===== config.mk =====
export PLATFORM = sky130hd
export DESIGN_NAME = nvsr_cmd
export DESIGN_NICKNAME = d
export VERILOG_FILES = /design/src/nvsr_pkg.sv /design/src/nvsr_mem.sv /design/src/nvsr_cmd.sv
export SDC_FILE = /design/constraint.sdc
export NUM_CORES = 1
export LEC_CHECK = 0
export ABC_AREA = 0
export BUFFER_PORTS_ARGS = -buffer_cell sky130_fd_sc_hd__buf_2
export CORE_ASPECT_RATIO = 0.8
export CORE_MARGIN = 3
export CORE_UTILIZATION = 35
export CTS_CLUSTER_SIZE = 40
export DETAILED_ROUTE_END_ITERATION = 8
export GPL_ROUTABILITY_DRIVEN = 0
export HOLD_SLACK_MARGIN = 0.02
export SLEW_MARGIN = 20
export SYNTH_ARGS = -nofsm -noshare
export SYNTH_HDL_FRONTEND = slang
export SYNTH_SLANG_ARGS = --single-unit

===== constraint.sdc =====
create_clock -name core_clk -period 4.3 [get_ports core_clk]
set_input_delay 1.075 -clock core_clk [delete_from_list [all_inputs] [get_ports core_clk]]
set_output_delay 1.075 -clock core_clk [all_outputs]
set_load 0.1 [all_outputs]

===== src/nvsr_pkg.sv =====
// Package of constants for the nonvolatile store and restore command block
package nvsr_pkg;

  // ----------------------------------------
  // Command codes
  // ----------------------------------------
  localparam logic [15:0] CMD_STORE = 16'hCC48;
  localparam logic [15:0] CMD_RESTORE_NV = 16'hCCB8;
  localparam logic [15:0] CMD_RESTORE_REST = 16'hCCB6;
  localparam logic [15:0] CMD_SOFT_RESET = 16'h30A2;

  // ----------------------------------------
  // Memory layout
  // ----------------------------------------
  localparam int NV_WORDS = 4;
  localparam int NV_AW = 2;
  localparam int REST_WORDS = 4;
  localparam logic [1:0] IDX_CFG = 2'h0;
  localparam logic [1:0] IDX_ALARM_HI = 2'h1;
  localparam logic [1:0] IDX_ALARM_LO = 2'h2;
  localparam logic [1:0] IDX_SPARE = 2'h3;
  localparam logic [1:0] NV_LAST = 2'h3;

  // ----------------------------------------
  // Reset values and addressing
  // ----------------------------------------
  localparam logic [15:0] WORK_RST = 16'h0000;
  localparam logic [15:0] REST_RST = 16'h0000;
  localparam logic [6:0] DEV_ADDR_DEFAULT = 7'h44;

  // ----------------------------------------
  // Sequencer states
  // ----------------------------------------
  typedef enum logic [2:0] {
    NVSR_IDLE,
    NVSR_LOAD_RD,
    NVSR_LOAD_WR,
    NVSR_STORE,
    NVSR_REST_COPY
  } nvsr_op_e;

endpackage


===== src/nvsr_mem.sv =====
// Nonvolatile word store with registered read data
`timescale 1ns/100ps
module nvsr_mem (
  input wire logic core_clk,
  input wire logic wr_en,
  input wire logic [1:0] wr_addr,
  input wire logic [15:0] wr_data,
  input wire logic [1:0] rd_addr,
  output logic [15:0] rd_data
);

  logic [15:0] cells [0:nvsr_pkg::NV_WORDS-1];

  // ----------------------------------------
  // Write and registered read
  // ----------------------------------------
  always_ff @(posedge core_clk) begin
    if (wr_en) begin
      cells[wr_addr] <= wr_data;
    end
    rd_data <= cells[rd_addr];
  end

endmodule // nvsr_mem


===== src/nvsr_cmd.sv =====
// Store and restore command interpreter on the serial bus
// Behaviour
// Register writes stay volatile until stored
// Store command copies working registers to memory
// Any reset reloads memory into working registers
// Nonvolatile-area restore copies memory into registers
// Rest-area restore reloads remaining registers
// Host sends start, address, two bytes, stop
// Soft reset command reloads while idle
// Acknowledge bytes; act only on complete match
`timescale 1ns/100ps
module nvsr_cmd (
  input wire logic core_clk,
  input wire logic srst,
  input wire logic [6:0] dev_addr,
  input wire logic scl_in,
  input wire logic sda_in,
  output logic sda_out,
  output logic sda_oe,
  input wire logic reg_wr_en,
  input wire logic [1:0] reg_wr_idx,
  input wire logic [15:0] reg_wr_data,
  input wire logic rest_wr_en,
  input wire logic [1:0] rest_wr_idx,
  input wire logic [15:0] rest_wr_data,
  output logic [15:0] work_cfg,
  output logic [15:0] work_alarm_hi,
  output logic [15:0] work_alarm_lo,
  output logic [15:0] work_spare,
  output logic [63:0] rest_area,
  output logic busy,
  output logic soft_reset_pulse
);

  typedef struct packed {
    logic [1:0] scl_sync;
    logic [1:0] sda_sync;
    logic scl_prev;
    logic sda_prev;
    logic active;
    logic addressed;
    logic [3:0] bit_cnt;
    logic [7:0] shreg;
    logic [1:0] byte_cnt;
    logic [15:0] cmd;
    logic ack_drive;
    logic [3:0][15:0] work;
    logic [3:0][15:0] rest;
    nvsr_pkg::nvsr_op_e op;
    logic [1:0] idx;
    logic load_pend;
    logic soft_rst;
  } nvsr_state_s;

  nvsr_state_s st_ff;
  nvsr_state_s nxt_st;
  logic mem_we;
  logic [15:0] mem_wd;
  logic [15:0] mem_rd;

  nvsr_mem u_mem (
    .core_clk(core_clk),
    .wr_en(mem_we),
    .wr_addr(st_ff.idx),
    .wr_data(mem_wd),
    .rd_addr(st_ff.idx),
    .rd_data(mem_rd)
  );

  function automatic logic cmd_known(input logic [15:0] c);
    cmd_known = (c == nvsr_pkg::CMD_STORE) || (c == nvsr_pkg::CMD_RESTORE_NV) ||
                (c == nvsr_pkg::CMD_RESTORE_REST) || (c == nvsr_pkg::CMD_SOFT_RESET);
  endfunction

  logic scl_s;
  logic sda_s;
  logic scl_rise;
  logic scl_fall;
  logic start_c;
  logic stop_c;
  assign scl_s = st_ff.scl_sync[1];
  assign sda_s = st_ff.sda_sync[1];
  assign scl_rise = scl_s && !st_ff.scl_prev;
  assign scl_fall = !scl_s && st_ff.scl_prev;
  assign start_c = scl_s && st_ff.scl_prev && st_ff.sda_prev && !sda_s;
  assign stop_c = scl_s && st_ff.scl_prev && !st_ff.sda_prev && sda_s;

  // ----------------------------------------
  // Next state
  // ----------------------------------------
  always_comb begin
    nxt_st = st_ff;
    mem_we = 1'b0;
    mem_wd = st_ff.work[st_ff.idx];
    nxt_st.soft_rst = 1'b0;
    nxt_st.scl_sync = {st_ff.scl_sync[0], scl_in};
    nxt_st.sda_sync = {st_ff.sda_sync[0], sda_in};
    nxt_st.scl_prev = scl_s;
    nxt_st.sda_prev = sda_s;
    if (reg_wr_en && st_ff.op == nvsr_pkg::NVSR_IDLE && !st_ff.load_pend) begin
      nxt_st.work[reg_wr_idx] = reg_wr_data;
    end
    if (rest_wr_en && st_ff.op == nvsr_pkg::NVSR_IDLE && !st_ff.load_pend) begin
      nxt_st.rest[rest_wr_idx] = rest_wr_data;
    end
    // Serial receiver
    if (start_c) begin
      nxt_st.active = 1'b1;
      nxt_st.addressed = 1'b0;
      nxt_st.bit_cnt = 4'h0;
      nxt_st.byte_cnt = 2'h0;
      nxt_st.ack_drive = 1'b0;
    end else if (stop_c) begin
      nxt_st.active = 1'b0;
      nxt_st.ack_drive = 1'b0;
      if (st_ff.addressed && st_ff.byte_cnt == 2'h3 && cmd_known(st_ff.cmd)
          && st_ff.op == nvsr_pkg::NVSR_IDLE) begin
        case (st_ff.cmd)
          nvsr_pkg::CMD_STORE: begin
            nxt_st.op = nvsr_pkg::NVSR_STORE;
            nxt_st.idx = 2'h0;
          end
          nvsr_pkg::CMD_RESTORE_NV: begin
            nxt_st.op = nvsr_pkg::NVSR_LOAD_RD;
            nxt_st.idx = 2'h0;
          end
          nvsr_pkg::CMD_RESTORE_REST: begin
            nxt_st.op = nvsr_pkg::NVSR_REST_COPY;
          end
          default: begin
            nxt_st.soft_rst = 1'b1;
            nxt_st.op = nvsr_pkg::NVSR_LOAD_RD;
            nxt_st.idx = 2'h0;
          end
        endcase
      end
    end else if (st_ff.active) begin
      if (scl_rise && st_ff.bit_cnt < 4'h8) begin
        nxt_st.shreg = {st_ff.shreg[6:0], sda_s};
        nxt_st.bit_cnt = st_ff.bit_cnt + 4'h1;
      end else if (scl_fall && st_ff.bit_cnt == 4'h8) begin
        nxt_st.bit_cnt = 4'h9;
        if (st_ff.byte_cnt == 2'h0) begin
          if (st_ff.shreg == {dev_addr, 1'b0}) begin
            nxt_st.addressed = 1'b1;
            nxt_st.ack_drive = 1'b1;
          end
          nxt_st.byte_cnt = 2'h1;
        end else if (st_ff.addressed && st_ff.byte_cnt != 2'h3) begin
          nxt_st.cmd = {st_ff.cmd[7:0], st_ff.shreg};
          nxt_st.ack_drive = 1'b1;
          nxt_st.byte_cnt = st_ff.byte_cnt + 2'h1;
        end else begin
          nxt_st.byte_cnt = 2'h3;
          nxt_st.addressed = 1'b0;
        end
      end else if (scl_fall && st_ff.bit_cnt == 4'h9) begin
        nxt_st.ack_drive = 1'b0;
        nxt_st.bit_cnt = 4'h0;
        if (!st_ff.addressed) begin
          nxt_st.active = 1'b0;
        end
      end
    end
    // Memory sequencer
    case (st_ff.op)
      nvsr_pkg::NVSR_LOAD_RD: begin
        nxt_st.op = nvsr_pkg::NVSR_LOAD_WR;
      end
      nvsr_pkg::NVSR_LOAD_WR: begin
        nxt_st.work[st_ff.idx] = mem_rd;
        nxt_st.idx = st_ff.idx + 2'h1;
        nxt_st.op = (st_ff.idx == nvsr_pkg::NV_LAST) ? nvsr_pkg::NVSR_IDLE
                                                     : nvsr_pkg::NVSR_LOAD_RD;
      end
      nvsr_pkg::NVSR_STORE: begin
        mem_we = 1'b1;
        nxt_st.idx = st_ff.idx + 2'h1;
        if (st_ff.idx == nvsr_pkg::NV_LAST) begin
          nxt_st.op = nvsr_pkg::NVSR_IDLE;
        end
      end
      nvsr_pkg::NVSR_REST_COPY: begin
        for (int i = 0; i < nvsr_pkg::REST_WORDS; i++) begin
          nxt_st.rest[i] = nvsr_pkg::REST_RST;
        end
        nxt_st.op = nvsr_pkg::NVSR_IDLE;
      end
      default: begin
        if (st_ff.load_pend) begin
          nxt_st.load_pend = 1'b0;
          nxt_st.op = nvsr_pkg::NVSR_LOAD_RD;
          nxt_st.idx = 2'h0;
        end
      end
    endcase
  end

  // ----------------------------------------
  // State register
  // ----------------------------------------
  always_ff @(posedge core_clk) begin
    if (srst) begin
      st_ff <= '0;
      st_ff.scl_sync <= 2'h3;
      st_ff.sda_sync <= 2'h3;
      st_ff.scl_prev <= 1'b1;
      st_ff.sda_prev <= 1'b1;
      st_ff.op <= nvsr_pkg::NVSR_IDLE;
      st_ff.load_pend <= 1'b1;
    end else begin
      st_ff <= nxt_st;
    end
  end

  assign sda_out = 1'b0;
  assign sda_oe = st_ff.ack_drive;
  assign work_cfg = st_ff.work[nvsr_pkg::IDX_CFG];
  assign work_alarm_hi = st_ff.work[nvsr_pkg::IDX_ALARM_HI];
  assign work_alarm_lo = st_ff.work[nvsr_pkg::IDX_ALARM_LO];
  assign work_spare = st_ff.work[nvsr_pkg::IDX_SPARE];
  assign rest_area = st_ff.rest;
  assign busy = (st_ff.op != nvsr_pkg::NVSR_IDLE) || st_ff.load_pend;
  assign soft_reset_pulse = st_ff.soft_rst;

endmodule // nvsr_cmd


### Yosys cells after proc, flatten, opt, wreduce, memory -nomap -nowiden

Memories as Yosys holds them, arrays and structs flattened. A register that Yosys moved wholly into a read port is not among the register bits.
Cells that the tools add are included.

* $add $sub $neg: 3
* $lt $le $gt $ge: 7
* eq/ne operators: 18
* multiplexer cells: 52
* bitwise operators: 5
* reductions and logical operators: 49

Operators by type and width (number)
* $bwmux 64: 3
* $mux 64: 2
* $demux 16 s2: 3
* $mux 16: 5
* $eq 16x16->1 const B: 3
* $mux 33: 1
* $bmux 16 s2: 1
* $mux 31: 1
* $logic_and 1x1->1: 21
* $mux 19: 1
* $mux 18: 1
* $mux 17: 1
* $eq 16x14->1 const B: 1
* $mux 1: 16
* $mux 5: 3
* $mux 4: 3
* $mux 6: 2
* $pmux 3 s4: 1
* $lt 2x3->1 const B: 3
* $eq 4x4->1 const B: 2
* $eq 8x8->1: 1
* $mux 2: 4
* $mux 8: 1
* $reduce_and 4->1: 2
* 29 further kinds: 52

* bits in registers: 174
* RAM bits: 64
* input bits: 49
* output and inout port bits: 132
* logic and storage cells: 158
* memories kept: 1

Memories
* u_mem.cells: words 4, width 16, rd ports 1, clocked after memory_dff 1, write ports 1, RTL line nvsr_mem.sv:12 `logic [15:0] cells [0:nvsr_pkg::NV_WORDS-1];`

### Logic depth before layout (Yosys ltp)

Gate-level depths: netlist of run 1.

* depth after elaboration: 11
* depth in mapped cells: 8
* gate-level depth less buffers: 6

### By module

Synthesis of run 1 repeated with hierarchy kept, for this count alone.

* cell total of the unflattened synthesis: 1117
* area total of the unflattened synthesis: 11267.1 sq um

By module, submodules not included
* nvsr_cmd: times used 1, cells each 1013, area an instance 8569.5 sq um, seq. area each 3483.3 sq um
* nvsr_mem: times used 1, cells each 104, area an instance 2697.6 sq um, seq. area each 2242.2 sq um

### Worst setup path after synthesis of run 1

No wires, ideal clock.

* kind: register -> output
* start point: register st_ff[6] (netlist bit)
* end point: output port busy
* data arrival time: 1.482 ns
* required time: 3.225 ns
* slack: 1.743 ns
* stages on the path, launching flop included: 4
* buffers on the path: 1
* cell sequence: dfxtp_1 buf_6 nor4_2 inv_1

* word-level cells in the longest chain between the ends: 2

Ends and longest elaborated chain
* from (decl): RTL line nvsr_cmd.sv:55 `nvsr_state_s st_ff;`
* from (signal assigned): RTL line nvsr_cmd.sv:212 `st_ff <= nxt_st;`
* $reduce_bool 3->1: RTL line nvsr_cmd.sv:223 `assign busy = (st_ff.op != nvsr_pkg::NVSR_IDLE) || st_ff.load_pend;`
* $logic_or 1x1->1: RTL line nvsr_cmd.sv:223
* to (decl): RTL line nvsr_cmd.sv:31 `output logic busy,`

No other way between the ends.

### Worst setup path in the final report of run 1

* start point: register st_ff[4] (netlist bit)
* end point: output port busy

Same word-level chain as after synthesis.

==> metrics.md, run 1 <==
| Metric | Value |
|---|---|
| PwrDens | `a little over 500 mW/mm²` |
| Most numerous cell in the Yosys netlist | `dfxtp_1` |
| Remaining global-route overflow | `0` |
| Initial DRC count | `526` |
| Die Width | `just over 200 µm` |
| Final Core Density | `between 30 and 40%` |
| CTS tree | `yes` |
| Via/cell ratio | `4.995` |
| Clock insertion delay at the later pin of the skew report | `~0.54 ns` |
| Status | `finished clean` |
| Leading area contributor after synthesis | `dfxtp_1` |
| Initial antenna violation count | `0` |
| Max Freq | `around 0.33 GHz` |
| Main flop type after synthesis | `dfxtp_1` |
| Gate power share | `roughly 21%` |
| Net count, final | `roughly 1100` |
| Clk pwr share | `between 30% and 40%` |
| Top post-synthesis cells by area | `dfxtp_1 (34%), edfxtp_1 (17%), mux2i_1 (9.9%), buf_4 (8.6%), mux4_2 (6.4%)` |
| CP Class | `flip-flop to primary output` |
| Buf/Inv on CP | `3` |
| Global Route met3 Usage | `2.541%` |
| # rows | `58` |
| Final min period | `about 3.0 ns` |
| Sw frac | `between 30% and 40%` |
| Netlist Area Pre-Place | `approximately 0.011 mm²` |
| Critical path required time | `roughly 3.2 ns` |
| Share of cells above drive strength 1 | `around a quarter` |
| CTS Hold Bufs | `0` |
| Root Buffer | `clkbuf_16` |
| Crit-path max FO | `15` |
| Period utilisation layout | `a little over two thirds` |
| Hold Vio Cnt, Final | `0` |
| Antenna cells | `0` |
| Post-synthesis cell type count | `58` |
| Actual slew at the worst max-slew pin | `roughly 1.2 ns` |
| Cell Int Power | `0.004318 W` |
| Worst-path clk slew | `about 0.06 ns` |
| Worst EP arrival | `1.92 ns` |
| GRT met1 Usage | `a little under a quarter` |
| Die area | `approximately 0.034 mm²` |
| Peak supply drop | `248.1 µV` |
| Sequential share of power | `a little over two fifths` |
| Most used routing layer | `met1` |
| Number of global-route vias before repair | `between 7000 and 8000` |
| Die Y | `about 170 µm` |
| Synthesis Warnings | `0` |
| Max stage delay on crit path | `between 0.6 and 0.7 ns` |
| # clock sinks | `around 250` |
| Syn_area_per_cell | `10.76 µm²` |
| Syn Inst Count | `about 1100` |
| NetSw | `between 0.002 and 0.0025 W` |
| Starting density of the core | `a little over a third` |
| Max-slew violation count | `0` |
| Router iterations before antenna repair | `5` |
| Max_slew headroom | `22.55%` |
| Bufs on Longest Clock Path | `3` |
| I/O pins | `roughly 180` |
| Setup crit start kind | `flip-flop` |
| Max cap viols | `0` |
| Pin count of the biggest net entering global routing | `between 60 and 70` |
| Post-synthesis register bit count | `roughly 250` |
| Most frequent cells after synthesis | `dfxtp_1 (190), buf_4 (130), nor2_1 (127)` |
| CP top delay family | `buffers and inverters` |
| Fill count | `about 3100` |
| I/O Buffers | `roughly 180` |
| Post-DP HPWL | `17860 µm` |
| Setup_tns | `0 ns` |
| First-pass GRT wire length | `between 40000 and 50000 µm` |
| Post-CTS Resized | `0` |
| Drt drc | `0` |
| Layout area overhead | `10.81%` |
| Leakage | `roughly 5 nW` |
| Unrepaired setup endpoints after global routing | `false` |
| Cells along the critical path | `nor4_2 -> buf_4 -> inv_1 -> buf_2` |
| Async S/R FF share, synth | `0%` |
| Post-synth EDFFs | `64` |
| Seq/Total Area, Yosys | `between 50% and 60%` |
| Total routed wirelength | `around 27000 µm` |
| CTS buffer count | `27` |
| Post-DRT Antenna Nets | `0` |
| Worst setup EP type | `primary output` |
| Wirelength per Cell | `17.81 µm` |
| Skew final | `between 0.007 and 0.008 ns` |
| Fin cells | `between 1500 and 2000` |
| CORE AREA | `0.03164 mm²` |
| Hold WC Path Type | `flip-flop to flip-flop` |
| Dpl cells | `1476` |
| Final setup viols | `0` |
| Top-area cell type share of the netlist area | `between 30% and 40%` |
| # H-tree levels | `1` |
| Post-CTS Setup Inserts | `0` |
| Syn Nets | `1106` |
| Slowest CP cell | `dfxtp_1` |
| Via count | `around 7600` |
| M2 GR Usage | `between 20% and 30%` |
| Total GRT Usage | `around 15%` |
[power by group through the flow]
stage	combinational (W)	sequential [W]	clock (W)
after global placement	0.00132	0.00281	0
after floorplan	0.00121	0.00274	0
after global routing	0.00139	0.00278	0.00250
after CTS	0.00133	0.00276	0.00241
final	0.00132	0.00276	0.00233
after detailed placement	0.00133	0.00281	0
[placed cells by master (no fill, tap or decap), types with 8 or more instances in the layout]
cell       instances
dfxtp_1          188
buf_2            179
nor2_1           126
mux2i_1          112
nand2_1          102
a211oi_1          65
edfxtp_1          64
a21oi_1           48
mux4_2            32
clkbuf_16         29
buf_4             14
inv_1             11
nor3_1             9
nand4_1            8
clkinv_2           8
[per-layer routing]
metal	routed length, µm	part of all wire (%)
met3	1407	5.2
met2	11540	42
met5	0	0
met1	13650	50
met4	575	2.1
[layout make-up]
class | count | area, µm² | area share, %
inverters | 11 | 41.29 | 0.3298
multi-input cells | 598 | 4327 | 34.56
clock buffers | 37 | 805.8 | 6.435
clock inverters | 13 | 92.59 | 0.7395
repair buffers | 193 | 1001 | 7.994
flip-flops and latches | 254 | 5728 | 45.75
well taps | 420 | 525.5 | 4.197
[flip-flops by register name, indices dropped and copies added (netlist names)]
signal            flops
rest_area            64
u_mem.cells          64
st_ff                40
u_mem.rd_data        16
work_alarm_hi        16
work_alarm_lo        16
work_cfg             16
work_spare           16
nxt_st                4
sda_oe                1
soft_reset_pulse      1
[through the flow]
stage	hold WS [ns]	setup WS [ns]	instance area, µm²	total power, W
2_1_floorplan	0.3895	1.743	11300	0.003948
3_3_place_gp	0.3950	1.647	11620	0.004121
3_5_place_dp	0.3936	1.613	11620	0.004133
4_1_cts	0.4074	1.285	12520	0.006491
5_1_grt	0.4225	1.207	12520	0.006669
6_report	0.4070	1.307	12520	0.006408
[final timing paths]
kind                                  start           end  slack [ns]  depth (start not counted)
worst min-delay path            nxt_st[173]   nxt_st[169]        0.41                          1
worst max register to register     st_ff[4]  rest_area[5]        1.90                          6
worst max-delay path               st_ff[4]          busy        1.31                          4
worst min register to register  nxt_st[173]   nxt_st[169]        0.41                          1
[cells by family (layout without fill, tap and decap cells)]
logic type      after synthesis  count (layout)  share of synthesized area (%)
compound gates              133             133                          7.840
xor+xnor                     11              11                         0.8526
fa+ha+maj                     8               8                         0.8637
buf+inv                     198             254                          11.17
flops                       254             254                          50.67
mux                         144             144                          16.30
other cells                   1               1                        0.03319
simple gates                301             301                          12.27
(Power assumes the default switching activity.)
==> run 2, diff against run 1 <==
--- a/config.mk
+++ b/config.mk
@@ -5,7 +5,7 @@
 export SDC_FILE = /design/constraint.sdc
 export NUM_CORES = 1
 export LEC_CHECK = 0
-export ABC_AREA = 0
+export ABC_AREA = 1
 export BUFFER_PORTS_ARGS = -buffer_cell sky130_fd_sc_hd__buf_2
 export CORE_ASPECT_RATIO = 0.8
 export CORE_MARGIN = 3
==> constraint.sdc (replaced) <==
create_clock -name core_clk -period 2.5 [get_ports core_clk]
set_input_delay 0.625 -clock core_clk [delete_from_list [all_inputs] [get_ports core_clk]]
set_output_delay 0.625 -clock core_clk [all_outputs]
set_load 0.1 [all_outputs]
==> run 2 against run 1 <==
Count of clock-buffer cells in the layout down 5. Die area up 4.7%. Clock power grew 79%. Routed wire length is 11% higher. Synthesized cell count rose by 37%. Critical endpoint unchanged.
==> metrics.md, run 2 <==
| Metric | Value |
|---|---|
| Status | `finished clean` |
| Critical R2R Capture | `st_ff[139]` |
| Critical path required time | `about 1.9 ns` |
| Total GRT Usage | `16.24%` |
| CORE AREA | `around 0.033 mm²` |
| Hold path cells | `2` |
| # H-tree levels | `1` |
| Router iterations before antenna repair | `5` |
| Top-area cell type share of the netlist area | `approximately a third` |
| Root Buffer | `clkbuf_16` |
| Most frequent cells after synthesis | `nand2_1 (251), dfxtp_1 (190), inv_1 (134)` |
| Die area | `0.03611 mm²` |
| First-pass GRT wire length | `47390 µm` |
| Setup_tns | `0 ns` |
| Async S/R FF share, synth | `0%` |
| Multi-input gate area | `about 0.0043 mm²` |
| Unrepaired setup endpoints after global routing | `false` |
| Period utilisation layout | `between 90% and 100%` |
| Peak supply drop | `approximately 600 µV` |
| Reg2reg start | `st_ff[162]` |
| Wirelength per Cell | `15.80 µm` |
| Setup ws final | `0.1690 ns` |
| Post-synthesis cell type count | `35` |
| CP Class | `flip-flop to primary output` |
| CTS tree | `yes` |
| Starting density of the core | `35.99%` |
| Initial antenna violation count | `0` |
| Post-synthesis register bit count | `254` |
| Synthesis Warnings | `0` |
| Max_slew headroom | `~58%` |
| Syn_area_per_cell | `8.263 µm²` |
| Commonest non-fill, non-tap cell in the layout | `nand2_1` |
| Die Y | `170.6 µm` |
| Drt drc | `0` |
| Layout area overhead | `10.56%` |
| Post-CTS Setup Inserts | `0` |
| Leading area contributor after synthesis | `dfxtp_1` |
| Register area | `0.005727 mm²` |
| Most numerous cell in the Yosys netlist | `nand2_1` |
| Antenna cells | `0` |
| Remaining global-route overflow | `0` |
| Share of cells above drive strength 1 | `about a quarter` |
| Pin count of the biggest net entering global routing | `65` |
| Worst-path clk slew | `~0.06 ns` |
| # rows | `59` |
| Netlist Area Pre-Place | `0.01185 mm²` |
| Final setup viols | `0` |
| Actual slew at the worst max-slew pin | `between 0.6 and 0.7 ns` |
| Seq/Total Area, Yosys | `between 40% and 50%` |
| Reg2reg path depth | `9` |
| Setup crit start kind | `flip-flop` |
| I/O pins | `roughly 180` |
| Min-delay src | `sda_in` |
| Syn Nets | `around 1500` |
| Clock insertion delay at the later pin of the skew report | `approximately 0.57 ns` |
| Final min period | `about 2.3 ns` |
| Post-DRT Antenna Nets | `0` |
| Via/cell ratio | `~4.9` |
| Max-slew violation count | `0` |
| Max Freq | `roughly 0.43 GHz` |
| Worst EP arrival | `around 1.7 ns` |
| Post-synth EDFFs | `64` |
| Worst setup EP type | `primary output` |
| Skew final | `0.02558 ns` |
| Fill count | `approximately 3300` |
| Net count, final | `1522` |
| Main flop type after synthesis | `dfxtp_1` |
| FF-to-FF setup slack | `0.50 ns` |
| Top post-synthesis cells by area | `dfxtp_1 (32%), edfxtp_1 (16%), buf_4 (8.2%), nand2_1 (8.0%), a21oi_1 (4.4%)` |
| Die Width | `211.7 µm` |
| Post-DP HPWL | `approximately 21000 µm` |
| Leakage | `5.722 nW` |
| I/O Buffers | `around 180` |
| CTS Hold Bufs | `0` |
| # clock sinks | `approximately 250` |
| Crit-path max FO | `4` |
| Bufs on Longest Clock Path | `3` |
| Hold WC Path Type | `input port to flip-flop` |
| Place WS | `around 0.51 ns` |
| Hold Vio Cnt, Final | `0` |
| Hold endpoint | `nxt_st[171]` |
| PwrDens | `approximately 1000 mW/mm²` |
| Number of global-route vias before repair | `approximately 8600` |
| Post-CTS Resized | `0` |
| CTS buffer count | `27` |
| Initial DRC count | `around 700` |
| Via count | `approximately 9300` |
| Max cap viols | `0` |
| Syn Inst Count | `between 1000 and 1500` |
| Commonest cells after routing, fill and taps aside | `nand2_1 (250), dfxtp_1 (189), buf_2 (179)` |
| Total routed wirelength | `approximately 30000 µm` |
==> run 2: changes by cell type after synthesis, sizes merged, moves of 7 or more <==
cell,previous run,this run
o21ai,2,94
mux4,32,0
mux2i,112,0
clkbuf,38,47
a211oi,65,0
o211ai,0,64
inv,11,143
or2,7,69
a21oi,48,104
nor3,11,4
o22ai,0,32
nand2,102,253
nor2,127,102
nand3,5,91
==> run 2: stage by stage <==
| step | util [%] | power, W | hold WS (ns) | instances | cell area [µm²] |
|---|---|---|---|---|---|
| 2_1_floorplan | - | 0.008399 | 0.3895 | 1434 | 11850 |
| 3_5_place_dp | 37.00 | 0.009078 | 0.3953 | 1864 | 12180 |
| 3_3_place_gp | 37.00 | 0.009025 | 0.3928 | 1864 | 12180 |
| 5_1_grt | 39.79 | 0.01381 | 0.2371 | 1914 | 13100 |
| 4_1_cts | 39.79 | 0.01325 | 0.2324 | 1914 | 13100 |
| 6_report | 39.79 | 0.01315 | 0.2613 | 1914 | 13100 |
==> run 2: how the worst max path moves through the flow <==
stage	startpoint	endpoint	slack, ns	cells after the start
4_1_cts	st_ff[4]	busy	0.15	5
3_5_place_dp	st_ff[162]	st_ff[139]	0.51	9
2_1_floorplan	st_ff[2]	u_mem.cells[0][0]	0.20	6
3_3_place_gp	st_ff[162]	st_ff[147]	0.57	9
5_1_grt	st_ff[5]	busy	0.05	5
6_report	st_ff[4]	busy	0.17	5
==> run 2: cell type report <==
class                   instances  area share, %
well taps                     427          4.078
clock inverters                18          1.566
inverters                     143          4.097
multi-input cells             835          32.47
clock buffers                  32          5.454
repair buffers                205          8.615
flip-flops and latches        254          43.72
==> run 2: worst max-delay path: stages, from the launching register on <==
cell and delay [ns]:
dfxtp_1 0.39, nor2_2 0.06, nand2_1 0.09, inv_2 0.08
nand2_4 0.10, buf_2 0.43
==> run 2: kinds of logic after synthesis <==
family,count (synthesis),synth area share [%]
flip-flops,254,48.32
buffers and inverters,345,15.88
AND/OR/NAND/NOR,523,20.21
adder cells (fa/ha/maj),7,0.7391
AO/OA/AOI/OAI,297,14.30
other,1,0.03165
XOR/XNOR,7,0.5174
==> run 2: layer usage <==
metal | wire [µm] | part of all wire [%] | vias up | track usage (%)
met4 | 943 | 3.1 | 0 | 5.064
li1 | - | - | 4643 | -
met2 | 13670 | 45 | 222 | 26.35
met5 | 0 | 0 | - | 0
met3 | 1500 | 5.0 | 50 | 2.841
met1 | 14130 | 47 | 4370 | 22.23
==> run 2: power breakdown <==
part           internal [W]  leakage [nW]  switching (W)
sequential          0.00485          2.13       0.000317
clock               0.00246         0.447        0.00170
combinational      0.000855          3.14        0.00297
total               0.00816          5.72        0.00499
